`src/shared/pwc_regs.svh`:
```
// register offsets, field positions, reset values and divide table of the wakeup counter
`ifndef PWC_REGS_SVH
`define PWC_REGS_SVH

`define PWC_AW            4
`define PWC_DW            8
`define PWC_DIVW          18

`define PWC_OFS_STATUS    4'h0
`define PWC_OFS_COUNT     4'h1
`define PWC_OFS_LIMIT     4'h2
`define PWC_OFS_IRQ_STAT  4'h3
`define PWC_OFS_IRQ_EN    4'h4
`define PWC_OFS_IRQ_CLR   4'h5

`define PWC_FLAG_BIT      7
`define PWC_LKS_HI        6
`define PWC_LKS_LO        5
`define PWC_IE_BIT        4
`define PWC_PS_HI         3
`define PWC_PS_LO         0
`define PWC_IRQ_EVT_BIT   0

`define PWC_RST_BYTE      8'h00
`define PWC_RST_LIMIT     8'h00
`define PWC_RST_LKS       2'h0
`define PWC_RST_PS        4'h0
`define PWC_PS_OFF        4'h0
`define PWC_ONE           18'h00001
`define PWC_DIV_OFF       18'h00000

`define PWC_DA_1          18'h00008
`define PWC_DA_2          18'h00020
`define PWC_DA_3          18'h00040
`define PWC_DA_4          18'h00080
`define PWC_DA_5          18'h00100
`define PWC_DA_6          18'h00200
`define PWC_DA_7          18'h00400
`define PWC_DA_8          18'h00001
`define PWC_DA_9          18'h00002
`define PWC_DA_10         18'h00004
`define PWC_DA_11         18'h0000A
`define PWC_DA_12         18'h00010
`define PWC_DA_13         18'h00064
`define PWC_DA_14         18'h001F4
`define PWC_DA_15         18'h003E8

`define PWC_DB_1          18'h00400
`define PWC_DB_2          18'h00800
`define PWC_DB_3          18'h01000
`define PWC_DB_4          18'h02000
`define PWC_DB_5          18'h04000
`define PWC_DB_6          18'h08000
`define PWC_DB_7          18'h10000
`define PWC_DB_8          18'h003E8
`define PWC_DB_9          18'h007D0
`define PWC_DB_10         18'h01388
`define PWC_DB_11         18'h02710
`define PWC_DB_12         18'h04E20
`define PWC_DB_13         18'h0C350
`define PWC_DB_14         18'h186A0
`define PWC_DB_15         18'h30D40

`endif

```
`src/shared/pwc_pkg.sv`:
```
// types and divide-ratio decode shared by the wakeup counter modules
`include "pwc_regs.svh"
package pwc_pkg;

    typedef struct packed {
        logic [1:0] lks;
        logic       ie;
        logic [3:0] ps;
    } pwc_cfg_s;

    typedef logic [`PWC_DIVW-1:0] pwc_div_t;

    // zero means the prescaler is off
    function automatic pwc_div_t pwc_divisor(input logic lks0, input logic [3:0] ps);
        pwc_div_t d;
        d = `PWC_DIV_OFF;
        unique case ({lks0, ps})
            5'h01: d = `PWC_DA_1;
            5'h02: d = `PWC_DA_2;
            5'h03: d = `PWC_DA_3;
            5'h04: d = `PWC_DA_4;
            5'h05: d = `PWC_DA_5;
            5'h06: d = `PWC_DA_6;
            5'h07: d = `PWC_DA_7;
            5'h08: d = `PWC_DA_8;
            5'h09: d = `PWC_DA_9;
            5'h0A: d = `PWC_DA_10;
            5'h0B: d = `PWC_DA_11;
            5'h0C: d = `PWC_DA_12;
            5'h0D: d = `PWC_DA_13;
            5'h0E: d = `PWC_DA_14;
            5'h0F: d = `PWC_DA_15;
            5'h11: d = `PWC_DB_1;
            5'h12: d = `PWC_DB_2;
            5'h13: d = `PWC_DB_3;
            5'h14: d = `PWC_DB_4;
            5'h15: d = `PWC_DB_5;
            5'h16: d = `PWC_DB_6;
            5'h17: d = `PWC_DB_7;
            5'h18: d = `PWC_DB_8;
            5'h19: d = `PWC_DB_9;
            5'h1A: d = `PWC_DB_10;
            5'h1B: d = `PWC_DB_11;
            5'h1C: d = `PWC_DB_12;
            5'h1D: d = `PWC_DB_13;
            5'h1E: d = `PWC_DB_14;
            5'h1F: d = `PWC_DB_15;
            default: d = `PWC_DIV_OFF;
        endcase
        return d;
    endfunction

endpackage

```
`src/design/pwc_top.sv`:
```
// periodic wakeup counter: source select, prescaler, 8-bit modulo counter and registers
//
// How it works
// - 8-bit counter advances per prescaler tick, readable
// - counter at limit wraps to zero, sets flag
// - limit zero sets flag every tick
// - flag bit 7; write one clears it
// - enable bit 4 drives interrupt from flag
// - bits 6-5 pick source clock
// - changed source value clears prescaler and counter
// - changed prescaler value clears prescaler and counter
// - any limit write clears prescaler and counter
// - source bit0 low: binary/decimal table A
// - source bit0 high: table B ratios
// - counter register writes are ignored
// - reset clears everything, limit zero
// - keeps counting and interrupting in wait
// - deep stop keeps only low-power source
// - debug freezes prescaler and counter
// - flag sets on limit-to-zero transition
//
// The strobed register port and the register offsets were chosen for this implementation.
`include "pwc_regs.svh"
module pwc_top
    import pwc_pkg::*;
(
    input  wire logic             clk_sys,      // 200 MHz system clock
    input  wire logic             sys_rst,      // async reset, high
    input  wire logic [`PWC_AW-1:0] addr,       // register address
    input  wire logic [`PWC_DW-1:0] wr_data,    // write data
    input  wire logic             wr_en,        // write strobe
    input  wire logic             rd_en,        // read strobe
    output logic [`PWC_DW-1:0]    rd_data,      // read data, cycle after strobe
    input  wire logic             lpo_clk,      // low_power_oscillator pin
    input  wire logic             ext_ref_clk,  // external_reference_clock pin
    input  wire logic             int_ref_clk,  // internal_reference_clock pin
    input  wire logic             stop_deep,    // deep stop: only low-power source runs
    input  wire logic             debug_active, // background debug freeze
    output logic                  irq           // level interrupt / wake request
);

    // source synchronisers: stage 1 feeds stage 2 only
    logic [2:0] src_s1_r;
    logic [2:0] src_s2_r;
    logic [2:0] src_s3_r;
    logic [2:0] src_rise;

    always_ff @(posedge clk_sys or posedge sys_rst) begin
        if (sys_rst) begin
            src_s1_r <= 3'h0;
            src_s2_r <= 3'h0;
            src_s3_r <= 3'h0;
        end else begin
            src_s1_r <= {int_ref_clk, ext_ref_clk, lpo_clk};
            src_s2_r <= src_s1_r;
            src_s3_r <= src_s2_r;
        end
    end

    assign src_rise = src_s2_r & ~src_s3_r;

    // configuration, counter, flag and next-value signals
    pwc_cfg_s         cfg_r;
    logic [7:0]       limit_r;
    logic [7:0]       count_r;
    logic [7:0]       count_nxt;
    logic             flag_r;
    logic             flag_nxt;
    logic [7:0]       rd_nxt;
    logic             irq_nxt;

    // bus decode
    logic wr_status;
    logic wr_count;
    logic wr_limit;
    logic wr_irq_en;
    logic wr_irq_clr;
    logic rd_hit;

    assign wr_status  = wr_en && (addr == `PWC_OFS_STATUS);
    assign wr_count   = wr_en && (addr == `PWC_OFS_COUNT);
    assign wr_limit   = wr_en && (addr == `PWC_OFS_LIMIT);
    assign wr_irq_en  = wr_en && (addr == `PWC_OFS_IRQ_EN);
    assign wr_irq_clr = wr_en && (addr == `PWC_OFS_IRQ_CLR);
    assign rd_hit     = rd_en;

    // new field values from a status write
    logic [1:0] new_lks;
    logic [3:0] new_ps;
    logic       new_ie;
    logic       lks_chg;
    logic       ps_chg;
    logic       cfg_clr;

    assign new_lks = wr_data[`PWC_LKS_HI:`PWC_LKS_LO];
    assign new_ps  = wr_data[`PWC_PS_HI:`PWC_PS_LO];
    assign new_ie  = wr_data[`PWC_IE_BIT];
    assign lks_chg = wr_status && (new_lks != cfg_r.lks);
    assign ps_chg  = wr_status && (new_ps != cfg_r.ps);
    assign cfg_clr = lks_chg || ps_chg || wr_limit;

    // source mux; reference clocks are gated off in deep stop
    logic src_tick;
    logic ref_ok;

    assign ref_ok   = !stop_deep;
    assign src_tick = (cfg_r.lks == 2'h0) ? src_rise[0] :
                      (cfg_r.lks == 2'h1) ? (src_rise[1] && ref_ok) :
                                            (src_rise[2] && ref_ok);

    // prescaler
    logic pre_tick;
    logic cnt_en;

    pwc_prescaler u_pre (
        .clk_sys  (clk_sys),
        .sys_rst  (sys_rst),
        .src_tick (src_tick),
        .cfg      (cfg_r),
        .clear    (cfg_clr),
        .freeze   (debug_active),
        .tick     (pre_tick)
    );

    // a tick already in flight when debug starts is dropped too
    assign cnt_en = pre_tick && !debug_active;

    // counter and match flag
    logic at_limit;
    logic match_evt;
    logic flag_clr;

    assign at_limit  = (count_r == limit_r);
    assign match_evt = cnt_en && at_limit && !cfg_clr;

    // clears win over a coincident tick so software sees a clean restart
    assign count_nxt = cfg_clr  ? `PWC_RST_BYTE :
                       !cnt_en  ? count_r :
                       at_limit ? `PWC_RST_BYTE :
                                  count_r + 8'h01;

    assign flag_clr  = (wr_status && wr_data[`PWC_FLAG_BIT]) ||
                       (wr_irq_clr && wr_data[`PWC_IRQ_EVT_BIT]);
    // set beats clear so a match in the clearing cycle is kept
    assign flag_nxt  = match_evt || (flag_r && !flag_clr);

    // the enable has two aliases; inputs come in as arguments so the assign tracks them all
    function automatic logic pick_ie(input logic cur,
                                     input logic st_wr,
                                     input logic st_val,
                                     input logic en_wr,
                                     input logic en_val);
        logic v;
        v = cur;
        if (st_wr) begin
            v = st_val;
        end
        if (en_wr) begin
            v = en_val;
        end
        return v;
    endfunction

    logic ie_nxt;

    assign ie_nxt  = pick_ie(cfg_r.ie, wr_status, new_ie, wr_irq_en, wr_data[`PWC_IRQ_EVT_BIT]);
    // interrupt is not masked by any low-power state so it can wake the core
    assign irq_nxt = flag_nxt && ie_nxt;

    // read mux
    logic [7:0] status_view;
    logic [7:0] irq_stat_view;
    logic [7:0] irq_en_view;

    assign status_view   = {flag_r, cfg_r.lks, cfg_r.ie, cfg_r.ps};
    assign irq_stat_view = {7'h00, flag_r};
    assign irq_en_view   = {7'h00, cfg_r.ie};

    assign rd_nxt = !rd_hit                      ? `PWC_RST_BYTE :
                    (addr == `PWC_OFS_STATUS)    ? status_view :
                    (addr == `PWC_OFS_COUNT)     ? count_r :
                    (addr == `PWC_OFS_LIMIT)     ? limit_r :
                    (addr == `PWC_OFS_IRQ_STAT)  ? irq_stat_view :
                    (addr == `PWC_OFS_IRQ_EN)    ? irq_en_view :
                                                   `PWC_RST_BYTE;

    // state registers
    always_ff @(posedge clk_sys or posedge sys_rst) begin
        if (sys_rst) begin
            cfg_r.lks <= `PWC_RST_LKS;
            cfg_r.ps  <= `PWC_RST_PS;
            cfg_r.ie  <= 1'b0;
            limit_r   <= `PWC_RST_LIMIT;
            count_r   <= `PWC_RST_BYTE;
            flag_r    <= 1'b0;
        end else begin
            if (wr_status) begin
                cfg_r.lks <= new_lks;
                cfg_r.ps  <= new_ps;
            end
            cfg_r.ie <= ie_nxt;
            if (wr_limit) begin
                limit_r <= wr_data;
            end
            count_r <= count_nxt;
            flag_r  <= flag_nxt;
        end
    end

    always_ff @(posedge clk_sys or posedge sys_rst) begin
        if (sys_rst) begin
            rd_data <= `PWC_RST_BYTE;
            irq     <= 1'b0;
        end else begin
            rd_data <= rd_nxt;
            irq     <= irq_nxt;
        end
    end
endmodule

```
`src/design/pwc_prescaler.sv`:
```
// prescaler: divides source-clock edge ticks into one-cycle count enables
`include "pwc_regs.svh"
module pwc_prescaler
    import pwc_pkg::*;
(
    input  wire logic     clk_sys,   // system clock
    input  wire logic     sys_rst,   // async reset, high
    input  wire logic     src_tick,  // one pulse per source rising edge
    input  wire pwc_cfg_s cfg,       // current configuration
    input  wire logic     clear,     // restart from zero
    input  wire logic     freeze,    // hold during debug
    output logic          tick       // one-cycle prescaler output
);

    pwc_div_t div;
    pwc_div_t cnt_r;
    pwc_div_t cnt_nxt;
    logic     tick_nxt;
    logic     run;
    logic     last;

    assign div  = pwc_divisor(cfg.lks[0], cfg.ps);
    assign run  = src_tick && !freeze && (div != `PWC_DIV_OFF);
    assign last = (cnt_r == div - `PWC_ONE);

    assign cnt_nxt  = clear ? `PWC_DIV_OFF :
                      !run  ? cnt_r :
                      last  ? `PWC_DIV_OFF : cnt_r + `PWC_ONE;
    assign tick_nxt = !clear && run && last;

    always_ff @(posedge clk_sys or posedge sys_rst) begin
        if (sys_rst) begin
            cnt_r <= `PWC_DIV_OFF;
            tick  <= 1'b0;
        end else begin
            cnt_r <= cnt_nxt;
            tick  <= tick_nxt;
        end
    end

endmodule

```
`config.mk`:
```
export PLATFORM = sky130hd
export DESIGN_NAME = pwc_top
export DESIGN_NICKNAME = d
export VERILOG_FILES = /design/src/shared/pwc_pkg.sv /design/src/design/pwc_top.sv /design/src/design/pwc_prescaler.sv
export VERILOG_INCLUDE_DIRS = /design/src /design/src/shared
export SDC_FILE = /design/constraint.sdc
export NUM_CORES = 1
export LEC_CHECK = 0
export BUFFER_PORTS_ARGS = -buffer_cell sky130_fd_sc_hd__buf_2
export CORE_UTILIZATION = 29
export DETAILED_ROUTE_END_ITERATION = 16
export GPL_TIMING_DRIVEN = 0
export SLEW_MARGIN = 5
export SYNTH_ARGS = -nofsm -noshare
export SYNTH_HDL_FRONTEND = slang
export SYNTH_HIERARCHICAL = 1
export SYNTH_SLANG_ARGS = --single-unit
```
`constraint.sdc`:
```
create_clock -name clk_sys -period 4.1 [get_ports clk_sys]
set_clock_uncertainty 0.2 [all_clocks]
set_input_delay 1.23 -clock clk_sys [delete_from_list [all_inputs] [get_ports clk_sys]]
set_output_delay 1.23 -clock clk_sys [all_outputs]
set_load 0.01 [all_outputs]
```
==> flow_summary.toml, run 1 <==
[pwr]
intPower_mw = 1.64
p_switching_mw = 0.796
switching_share_pct = 32.7
clkPwrFrac_pct = 36.2
p_per_area_nw_per_um2 = 465
pwr-share-comb_pct = 33.7
pwr-share-seq_pct = 30.2
ir_worst_vdd_uv = 160
power_leakage_nw = 2.41

[synth]
synthTopCellsByArea = "dfrtp_1 (35%), nand2_1 (4.6%), xnor2_1 (4.6%), xor2_1 (3.2%), and3_1 (3.0%)"
synth_edf_count = 0
synth_flop_cell = "dfrtp_1"
ys_types = 77
yosys.area.top_type_share_pct = 34.6
synthArstFlopShare_pct = 100
syn_avg_cell_area_um2 = 9.01
yosys_warnings = 6
synth_area_um2 = 4420
synthCells = 490
synth.net_count = 520
ys_seq_area_share_pct = 34.6
yosys.area.top_type = "dfrtp_1"
ys_ff_latch = 61

[sta]
setup_slack_ps = 208
max-slew-margin-rel_pct = 49.6
finalMaxSlewViolations = 0
rsz0062_at_grt = "false"
hold_viol = 0
layout_worst_path_cycle_share_pct = 94.9
setup_viol = 0
finalSetupTns_ps = 0
max_freq_mhz = 257
finalCriticalPeriod_ps = 3890
tightestPinTransition_ps = 755

[clocking]
cts_inserted_buffers = 9
clk-insertion-delay-late_ps = 340
htreeDepth = 3
cts_tree = "done"
root_buffer = "clkbuf_16"
clk_pin_slew_ps = 50
cts_num_sinks = 61
cts_buffer_depth = 2

[critical_path]
worstPathMaxFanout = 11
startpoint_type = "register"
cp-end-kind = "register"
cp.arrival_ps = 3920
critPathRequiredTime_ps = 4130
worstSetupPathType = "reg -> reg"

[final_layout]
nets = 566
areaGrowthSynthToFinish_pct = 18.5
final_util_pct = 35.6
diodes = 0
final_cell_mix = "dfrtp_1 (59), nand2_1 (54), buf_2 (38)"
nFillCells = 1463
drive_gt1_share_pct = 19.3
final_common_cell = "dfrtp_1"
fin_cells = 724

[placement]
portBuffers = 29
gp_congestion = 0.897
dp_hpwl_um = 8090
preCtsSetupSlack_ps = -176
dp.cells = 704

[outcome]
failed_checks = "DRC"
outcome = "finished with violations"

[die]
die-area_um2 = 15700
core_um2 = 14700
fp-row-count = 44
ios = 30
initial_core_util_pct = 30.0
die_w_um = 125
fp.dieH_um = 125

[drt]
drc = 2
first_pass_iters = 13
drt-total-wl_um = 11100
ant_nets = 0
vias = 3822
wl_per_cell_um = 15.3
dr.first_iter.drc_count = 279
vias_per_cell = 5.28

[worst_hold_path]
hp-class = "reg -> reg"

[grt]
grt_pass1_wl_um = 18200
grt_usage_pct = 14.7
grt-ovfl-total = 0
grt_pass1_vias = 3670
grt_start_max_net_pins = 42
antenna_found_initial = 0

[run]
maxCapViolations = 0
power groups by stage:
stage               logic (mW)  registers [mW]  clock network [mW]
floorplan                0.620           0.720                   0
global placement         0.753           0.743                   0
detailed placement       0.770           0.745                   0
CTS                      0.784           0.737               0.897
global route             0.904           0.742               0.922
finish                   0.820           0.734               0.880
sequential cells by signal, summed over array words and instances, names as in the netlist:
register / flops
cfg_r: 7
count_r: 8
flag_r: 1
irq: 1
limit_r: 8
rd_data: 8
src_s1_r: 3
src_s2_r: 3
src_s3_r: 3
u_pre/cnt_r: 18
u_pre/tick: 1
layout make-up:
class	instances	area, µm²	share of cell area [%]
multi-input combinational	385	2690	51.4
timing repair buffer	35	203	3.87
buffer	21	148	2.82
tap	184	230	4.40
sequential	61	1530	29.2
inverter	23	86.3	1.65
clock buffer	11	253	4.83
clock inverter	4	95.1	1.82
cell families after synthesis:
logic type,share of synthesized area (%)
AOI/OAI and AO/OA,17.1
xor gates and xnor gates,7.74
muxes,3.88
adders and majority gates,2.55
buffers and inverters,5.30
and+or+nand+nor,28.8
DFF,34.6
metal layers:
layer  vias up  GRT usage [%]  share of wire (%)
met5         -              0                  0
met2        78           23.2                 45
met1      1855           19.6                 49
met3        15           2.40                4.1
li1       1874              -                  -
met4         0           6.67                1.8
path summary, 6_finish.rpt:
path | slack, ps | endpoint | start | cells after the start
worst max register to register | 210 | u_pre/cnt_r[9]$_DFFE_PP0P_ | cfg_r[1]$_DFFE_PP0P_ | 14
max in group asynchronous | 2390 | u_pre/cnt_r[15]$_DFFE_PP0P_ | sys_rst | 2
worst min register to register | 140 | src_s2_r[2]$_DFF_PP0_ | src_s1_r[2]$_DFF_PP0_ | 0
worst max-delay path | 210 | u_pre/cnt_r[9]$_DFFE_PP0P_ | cfg_r[1]$_DFFE_PP0P_ | 14
worst min-delay path | 140 | src_s2_r[2]$_DFF_PP0_ | src_s1_r[2]$_DFF_PP0_ | 0
min in group asynchronous | 550 | src_s1_r[2]$_DFF_PP0_ | sys_rst | 2
synth_stat cells, drive strengths merged (3+ instances only):
| library cell | instances |
|---|---|
| dfrtp | 61 |
| nand2 | 55 |
| o21ai | 32 |
| nor2 | 30 |
| inv | 23 |
| xnor2 | 23 |
| and3 | 22 |
| nor2b | 22 |
| nand3 | 16 |
| xor2 | 16 |
| buf | 15 |
| a21oi | 12 |
| a22o | 12 |
| nor3 | 10 |
| ha | 9 |
| mux2 | 9 |
| nand2b | 9 |
| nor4 | 8 |
| o22ai | 8 |
| a31oi | 7 |
| mux2i | 7 |
| nand4 | 7 |
| a211oi | 6 |
| clkbuf | 6 |
| nor4bb | 5 |
| and2 | 4 |
| and4 | 4 |
| nand3b | 4 |
| nand4b | 4 |
| nor3b | 4 |
| nor4b | 4 |
| o31ai | 4 |
| a21o | 3 |
| or3 | 3 |
per-stage QoR:
| step | instance area, µm² | total power, mW | hold slack, ps |
|---|---|---|---|
| floorplan | 4420 | 1.34 | 131 |
| global placement | 4790 | 1.50 | 132 |
| detailed placement | 4810 | 1.52 | 136 |
| CTS | 5180 | 2.42 | 149 |
| global route | 5230 | 2.57 | 163 |
| finish | 5230 | 2.43 | 143 |
critical path, cell delays in order (launching register included):
cell and delay (ps):
dfrtp_2 510, inv_1 140, ha_1 290, nand3_1 190
ha_1 240, o21ai_0 160, nor3_1 470, nand2_1 130
xnor2_1 180, nor4b_4 320, nand4b_4 160, o31ai_4 300
buf_6 190, o21ai_1 70, a22o_1 230
what timing repair did:
action / in CTS / in global routing
hold buffers: 0 / 0
resized for setup: 5 / 3
pin swaps: 0 / 1
buffers inserted: 0 / 5
setup endpoints to repair: 15 / 15
endpoints found under the hold margin: 0 / 0
No activity file was read; power rests on OpenSTA's default activity.
==> run 2, diff against run 1 <==
SYNTH_HIERARCHICAL = default   (was 1)
==> flow_summary.toml, run 2 <==
[critical_path]
startpoint_type = "register"
reg2regPathDepth = 14
r2r_start = "cfg_r[1]$_DFFE_PP0P_"
worstPathMaxFanout = 9
worstSetupPathType = "reg -> reg"
r2r-end = "u_pre.cnt_r[1]$_DFFE_PP0P_"
ff2ff_setup_slack_ps = 150
critPathRequiredTime_ps = 4120
cp.arrival_ps = 3970
cp-end-kind = "register"

[drt]
wl_per_cell_um = 16.7
drc = 0
vias = 3997
ant_nets = 0
dr.first_iter.drc_count = 232
vias_per_cell = 5.51
first_pass_iters = 6
drt-total-wl_um = 12100

[final_layout]
final_util_pct = 35.8
nets = 566
final_cell_mix = "dfrtp_1 (60), nand2_1 (35), xnor2_1 (32)"
drive_gt1_share_pct = 21.5
nFillCells = 1498
fin_cells = 725
final_common_cell = "dfrtp_1"
areaGrowthSynthToFinish_pct = 18.3
largest_reg_flops = 18
final_cell_area_um2 = 5280
regMostFlops = "u_pre.cnt_r"

[sta]
setup_viol = 0
hold_viol = 0
finalMaxSlewViolations = 0
whs_ps = 146
max-slew-margin-rel_pct = 55.4
max_freq_mhz = 253
rsz0062_at_grt = "false"
layout_worst_path_cycle_share_pct = 96.3
finalCriticalPeriod_ps = 3950
tightestPinTransition_ps = 668

[pwr]
pwr-share-seq_pct = 27.4
p_per_area_nw_per_um2 = 503
switching_share_pct = 39.0
clkPwrFrac_pct = 27.7
power_leakage_nw = 2.09
p_switching_mw = 1.04
intPower_mw = 1.62
ir_worst_vdd_uv = 311
pwr-share-comb_pct = 44.9
total_power_mw = 2.66

[die]
initial_core_util_pct = 30.3
core_um2 = 14800
die_w_um = 126
die-area_um2 = 15900
ios = 30
fp.dieH_um = 126
fp-row-count = 44

[synth]
ys_ff_latch = 61
synth_flop_cell = "dfrtp_1"
synth.net_count = 521
yosys.area.top_type_share_pct = 34.2
synthCells = 491
syn_avg_cell_area_um2 = 9.09
synthTopCellsByArea = "dfrtp_1 (34%), xnor2_1 (6.3%), mux2_2 (3.5%), xor2_1 (3.3%), a21oi_1 (3.0%)"
yosys.area.top_type = "dfrtp_1"
ys_seq_area_share_pct = 34.2
synth_edf_count = 0
synth.most_common_cell = "dfrtp_1"
ys_types = 78
ys_top_cells_by_count = "dfrtp_1 (61), nand2_1 (36), xnor2_1 (32)"
yosys_warnings = 0
synth_area_um2 = 4470
synthArstFlopShare_pct = 100

[placement]
gp_congestion = 0.874
portBuffers = 28
dp.cells = 704
dp_hpwl_um = 9010
dpl_cell_area_um2 = 4860

[clocking]
hold_buffers = 0
clk-insertion-delay-late_ps = 330
htreeDepth = 3
root_buffer = "clkbuf_16"
cts_buffer_depth = 2
cts_tree = "done"
clk_pin_slew_ps = 50
cts_inserted_buffers = 9
cts_num_sinks = 61

[grt]
grt_pass1_wl_um = 20100
antenna_found_initial = 0
grt_usage_pct = 15.8
grt-ovfl-total = 0
grt_pass1_vias = 3936
grt_start_max_net_pins = 32

[run]
maxCapViolations = 0

[worst_hold_path]
worstHoldEndpoint = "src_s2_r[1]$_DFF_PP0_"
hp-class = "reg -> reg"
hold_depth = 0
hold_start = "src_s1_r[1]$_DFF_PP0_"

[outcome]
outcome = "completed"
## run 2: cell types whose count changed after synthesis, moves of 10 or more
| cell | change |
|---|---|
| nand2_1 | -18 |
| a21oi_1 | +15 |
| and3_1 | -10 |
| a22o_1 | -12 |
| nor2b_1 | -12 |
| nand3_1 | +10 |
| inv_1 | -10 |
## run 2: critical path, stage by stage (launching register included)
cell and delay, ps:
dfrtp_1 390, buf_6 160, inv_2 70, ha_2 340, and3b_1 180, o21ai_2 220, and3_1 180, buf_2 220
nand2b_1 120, or4_4 530, nand2_1 80, nand4bb_1 110, buf_4 180, or4_4 560, a32o_1 280
## run 2: timing repair
| action | in CTS | in global routing |
|---|---|---|
| endpoints found under the setup margin | 21 | 21 |
| resized for setup | 10 | 19 |
| setup buffers | 3 | 2 |
| pin swaps | 2 | 1 |
## run 2: routing by layer
metal	vias up	GRT usage, %	wire length [µm]
met5	-	0	0
met4	0	6.80	263
met3	22	2.59	597
met2	132	25.7	5830
met1	1936	20.8	5400
li1	1907	-	-
## run 2: layout make-up
type	count	area (µm²)	share of cell area, %
Clock inverter	4	48.8	0.924
Sequential cell	61	1530	28.9
Inverter	14	52.6	0.995
Tap cell	184	230	4.36
Multi-Input combinational cell	390	2810	53.1
Buffer	26	174	3.29
Clock buffer	11	243	4.59
Antenna cell	1	2.50	0.0474
Timing Repair Buffer	34	198	3.74
## run 2: worst max path at each step
stage,slack [ps],from,depth (start not counted),to
floorplan,240,addr[0],9,count_r[7]$_DFFE_PP0P_
global placement,-330,addr[0],9,count_r[7]$_DFFE_PP0P_
detailed placement,-380,addr[0],9,count_r[5]$_DFFE_PP0P_
CTS,20,cfg_r[0]$_DFFE_PP0P_,13,u_pre.cnt_r[1]$_DFFE_PP0P_
global route,10,cfg_r[0]$_DFFE_PP0P_,13,u_pre.cnt_r[1]$_DFFE_PP0P_
finish,150,cfg_r[1]$_DFFE_PP0P_,14,u_pre.cnt_r[1]$_DFFE_PP0P_
## run 2: stage by stage
stage               setup TNS [ps]  worst slack [ps]
floorplan                        0               237
global placement             -1650              -325
detailed placement           -2640              -379
CTS                              0              24.1
global route                     0              13.9
finish                           0               151
## run 2: cell families after synthesis
kind of cell / Yosys count / synth area share [%]
buffers and inverters: 40 / 4.59
AOI/OAI and AO/OA: 112 / 18.0
DFF: 61 / 34.2
muxes: 23 / 5.66
xor gates and xnor gates: 49 / 9.61
and+or+nand+nor: 197 / 25.4
adders and majority gates: 9 / 2.52
## run 2: power groups by stage
| stage | sequential [mW] | combinational, mW | clock (mW) |
|---|---|---|---|
| after floorplan | 0.717 | 0.836 | 0 |
| after global placement | 0.733 | 1.04 | 0 |
| after CTS | 0.726 | 1.12 | 0.753 |
| final | 0.728 | 1.19 | 0.737 |
| after global routing | 0.738 | 1.30 | 0.788 |
| after detailed placement | 0.736 | 1.07 | 0 |
==> run 3, diff against run 2 <==
ABC_AREA = 1   (was default)
==> flow_summary.toml, run 3 <==
[pwr]
total_power_mw = 2.49
power_leakage_nw = 2.57
ir_worst_vdd_uv = 216
p_per_area_nw_per_um2 = 496

[synth]
synthCells = 659
synthTopCellsByArea = "dfrtp_1 (35%), nand2_1 (21%), inv_1 (6.7%), nor2_1 (6.2%), nand3_1 (6.1%)"
synth_flop_cell = "dfrtp_1"
yosys.area.top_type = "dfrtp_1"
synth.net_count = 689
ys_top_cells_by_count = "nand2_1 (244), inv_1 (77), nor2_1 (72)"
yosys_warnings = 0
ys_types = 36
synth_area_um2 = 4330
synth.most_common_cell = "nand2_1"
ys_seq_area_share_pct = 35.3
synthArstFlopShare_pct = 100
syn_avg_cell_area_um2 = 6.56
synth_edf_count = 0
yosys.area.top_type_share_pct = 35.3
ys_ff_latch = 61

[placement]
portBuffers = 29
preCtsSetupSlack_ps = 645
dpl_cell_area_um2 = 4700
gp_congestion = 0.836
dp_hpwl_um = 8130

[grt]
grt_start_max_net_pins = 62
grt_pass1_vias = 3920
grt_pass1_wl_um = 18600
antenna_found_initial = 1
grt-ovfl-total = 0
grt_usage_pct = 15.4

[final_layout]
nFillCells = 1587
final_cell_area_um2 = 5010
drive_gt1_share_pct = 11.2
areaGrowthSynthToFinish_pct = 15.9
regMostFlops = "u_pre.cnt_r"
largest_reg_flops = 18
diodes = 0
final_common_cell = "nand2_1"
final_cell_mix = "nand2_1 (244), inv_1 (76), nor2_1 (72)"
nets = 729

[sta]
finalSetupTns_ps = 0
tightestPinTransition_ps = 812
max-slew-margin-rel_pct = 45.4
finalMaxSlewViolations = 0
setup_viol = 0
layout_worst_path_cycle_share_pct = 85.7
rsz0062_at_grt = "false"
hold_viol = 0
max_freq_mhz = 285
setup_slack_ps = 587
finalCriticalPeriod_ps = 3510

[worst_hold_path]
hold_start = "src_s1_r[1]$_DFF_PP0_"
hp-class = "reg -> reg"
hold_depth = 0
worstHoldEndpoint = "src_s2_r[1]$_DFF_PP0_"

[drt]
wl_per_cell_um = 12.2
vias_per_cell = 4.63
ant_nets = 0
drt-total-wl_um = 10900
first_pass_iters = 6
vias = 4115
dr.first_iter.drc_count = 294
drc = 0

[die]
die-area_um2 = 15400
initial_core_util_pct = 29.8
ios = 30
fp.dieH_um = 124
fp-row-count = 44
core_um2 = 14500
die_w_um = 124

[critical_path]
worstSetupPathType = "reg -> reg"
worstPathMaxFanout = 10
reg2regPathDepth = 20
cp.arrival_ps = 3530
critPathRequiredTime_ps = 4120
cpMostUsedCell = "nand2_1"
cp-end-kind = "register"
slowest_stage = "dfrtp_1"
max_stage_delay_ps = 530
cp_cell_sequence = "inv_1, ha_1, inv_1, nor2_1, nand2_1, ha_1, nand2_1, nor2_2, nand3_1, nor2_4, nand2_1, nand2_1, nand2_1, nand2_1, nand3_1, nor3_2, nand2_2, buf_6, nand2_1, nand2_1"
crit_buf_inv = 3
r2r_start = "cfg_r[0]$_DFFE_PP0P_"
startpoint_type = "register"
r2r-end = "u_pre.cnt_r[6]$_DFFE_PP0P_"
ff2ff_setup_slack_ps = 590
cp_top_family = "simple AND/OR/NAND/NOR gates"

[clocking]
cts_num_sinks = 61
clk_pin_slew_ps = 50
clk-insertion-delay-late_ps = 330
cts_inserted_buffers = 9
cts_tree = "done"
hold_buffers = 0
cts_buffer_depth = 2
cts-resized-gates = 0
htreeDepth = 3
cts_post_setup_buffers_inserted = 0
root_buffer = "clkbuf_16"

[run]
maxCapViolations = 0

[outcome]
outcome = "completed"
run 3: per-layer routing:
layer	wire length [µm]	vias up	track usage, %
li1	-	2172	-
met1	5360	1845	20.8
met2	4850	81	24.9
met3	468	17	2.93
met4	170	0	4.39
met5	0	-	0
run 3: report_power, final:
| part | internal, mW | switching (mW) | leakage [nW] |
|---|---|---|---|
| logic | 0.316 | 0.614 | 1.62 |
| registers | 0.666 | 0.0809 | 0.798 |
| clock network | 0.532 | 0.278 | 0.147 |
| total | 1.51 | 0.973 | 2.57 |
run 3: final cells by class:
cell class              instances  area [µm²]  area share [%]
plain buffers                  12        77.6            1.55
clock buffers                  12         236            4.72
clock inverters                 4        72.6            1.45
inverters                      82         310            6.19
multi-input cells             504        2410            48.2
flip-flops and latches         61        1530            30.5
well taps                     184         230            4.59
repair buffers                 29         145            2.90
run 3: kinds of logic after synthesis:
group           share of synthesized area, %
xor+xnor                                3.85
flops                                   35.3
compound gates                          9.72
fa+ha+maj                               2.60
simple gates                            39.1
buf+inv                                 8.91
mux                                    0.521
run 3: worst max path at each step:
stage	startpoint	endpoint	slack (ps)	depth (start not counted)
finish	cfg_r[0]$_DFFE_PP0P_	u_pre.cnt_r[6]$_DFFE_PP0P_	590	20
global route	cfg_r[0]$_DFFE_PP0P_	u_pre.cnt_r[4]$_DFFE_PP0P_	180	20
CTS	cfg_r[0]$_DFFE_PP0P_	u_pre.cnt_r[4]$_DFFE_PP0P_	630	20
detailed placement	addr[1]	count_r[4]$_DFFE_PP0P_	650	12
global placement	sys_rst	u_pre.cnt_r[1]$_DFFE_PP0P_	260	2
floorplan	sys_rst	cfg_r[0]$_DFFE_PP0P_	1160	1
run 3: through the flow:
| stage | utilization, % | instances | hold WS [ps] |
|---|---|---|---|
| 2_1_floorplan | - | 659 | 131 |
| 3_3_place_gp | 32.3 | 872 | 132 |
| 3_5_place_dp | 32.4 | 872 | 135 |
| 4_1_cts | 34.5 | 888 | 146 |
| 5_1_grt | 34.5 | 888 | 153 |
| 6_report | 34.5 | 888 | 146 |
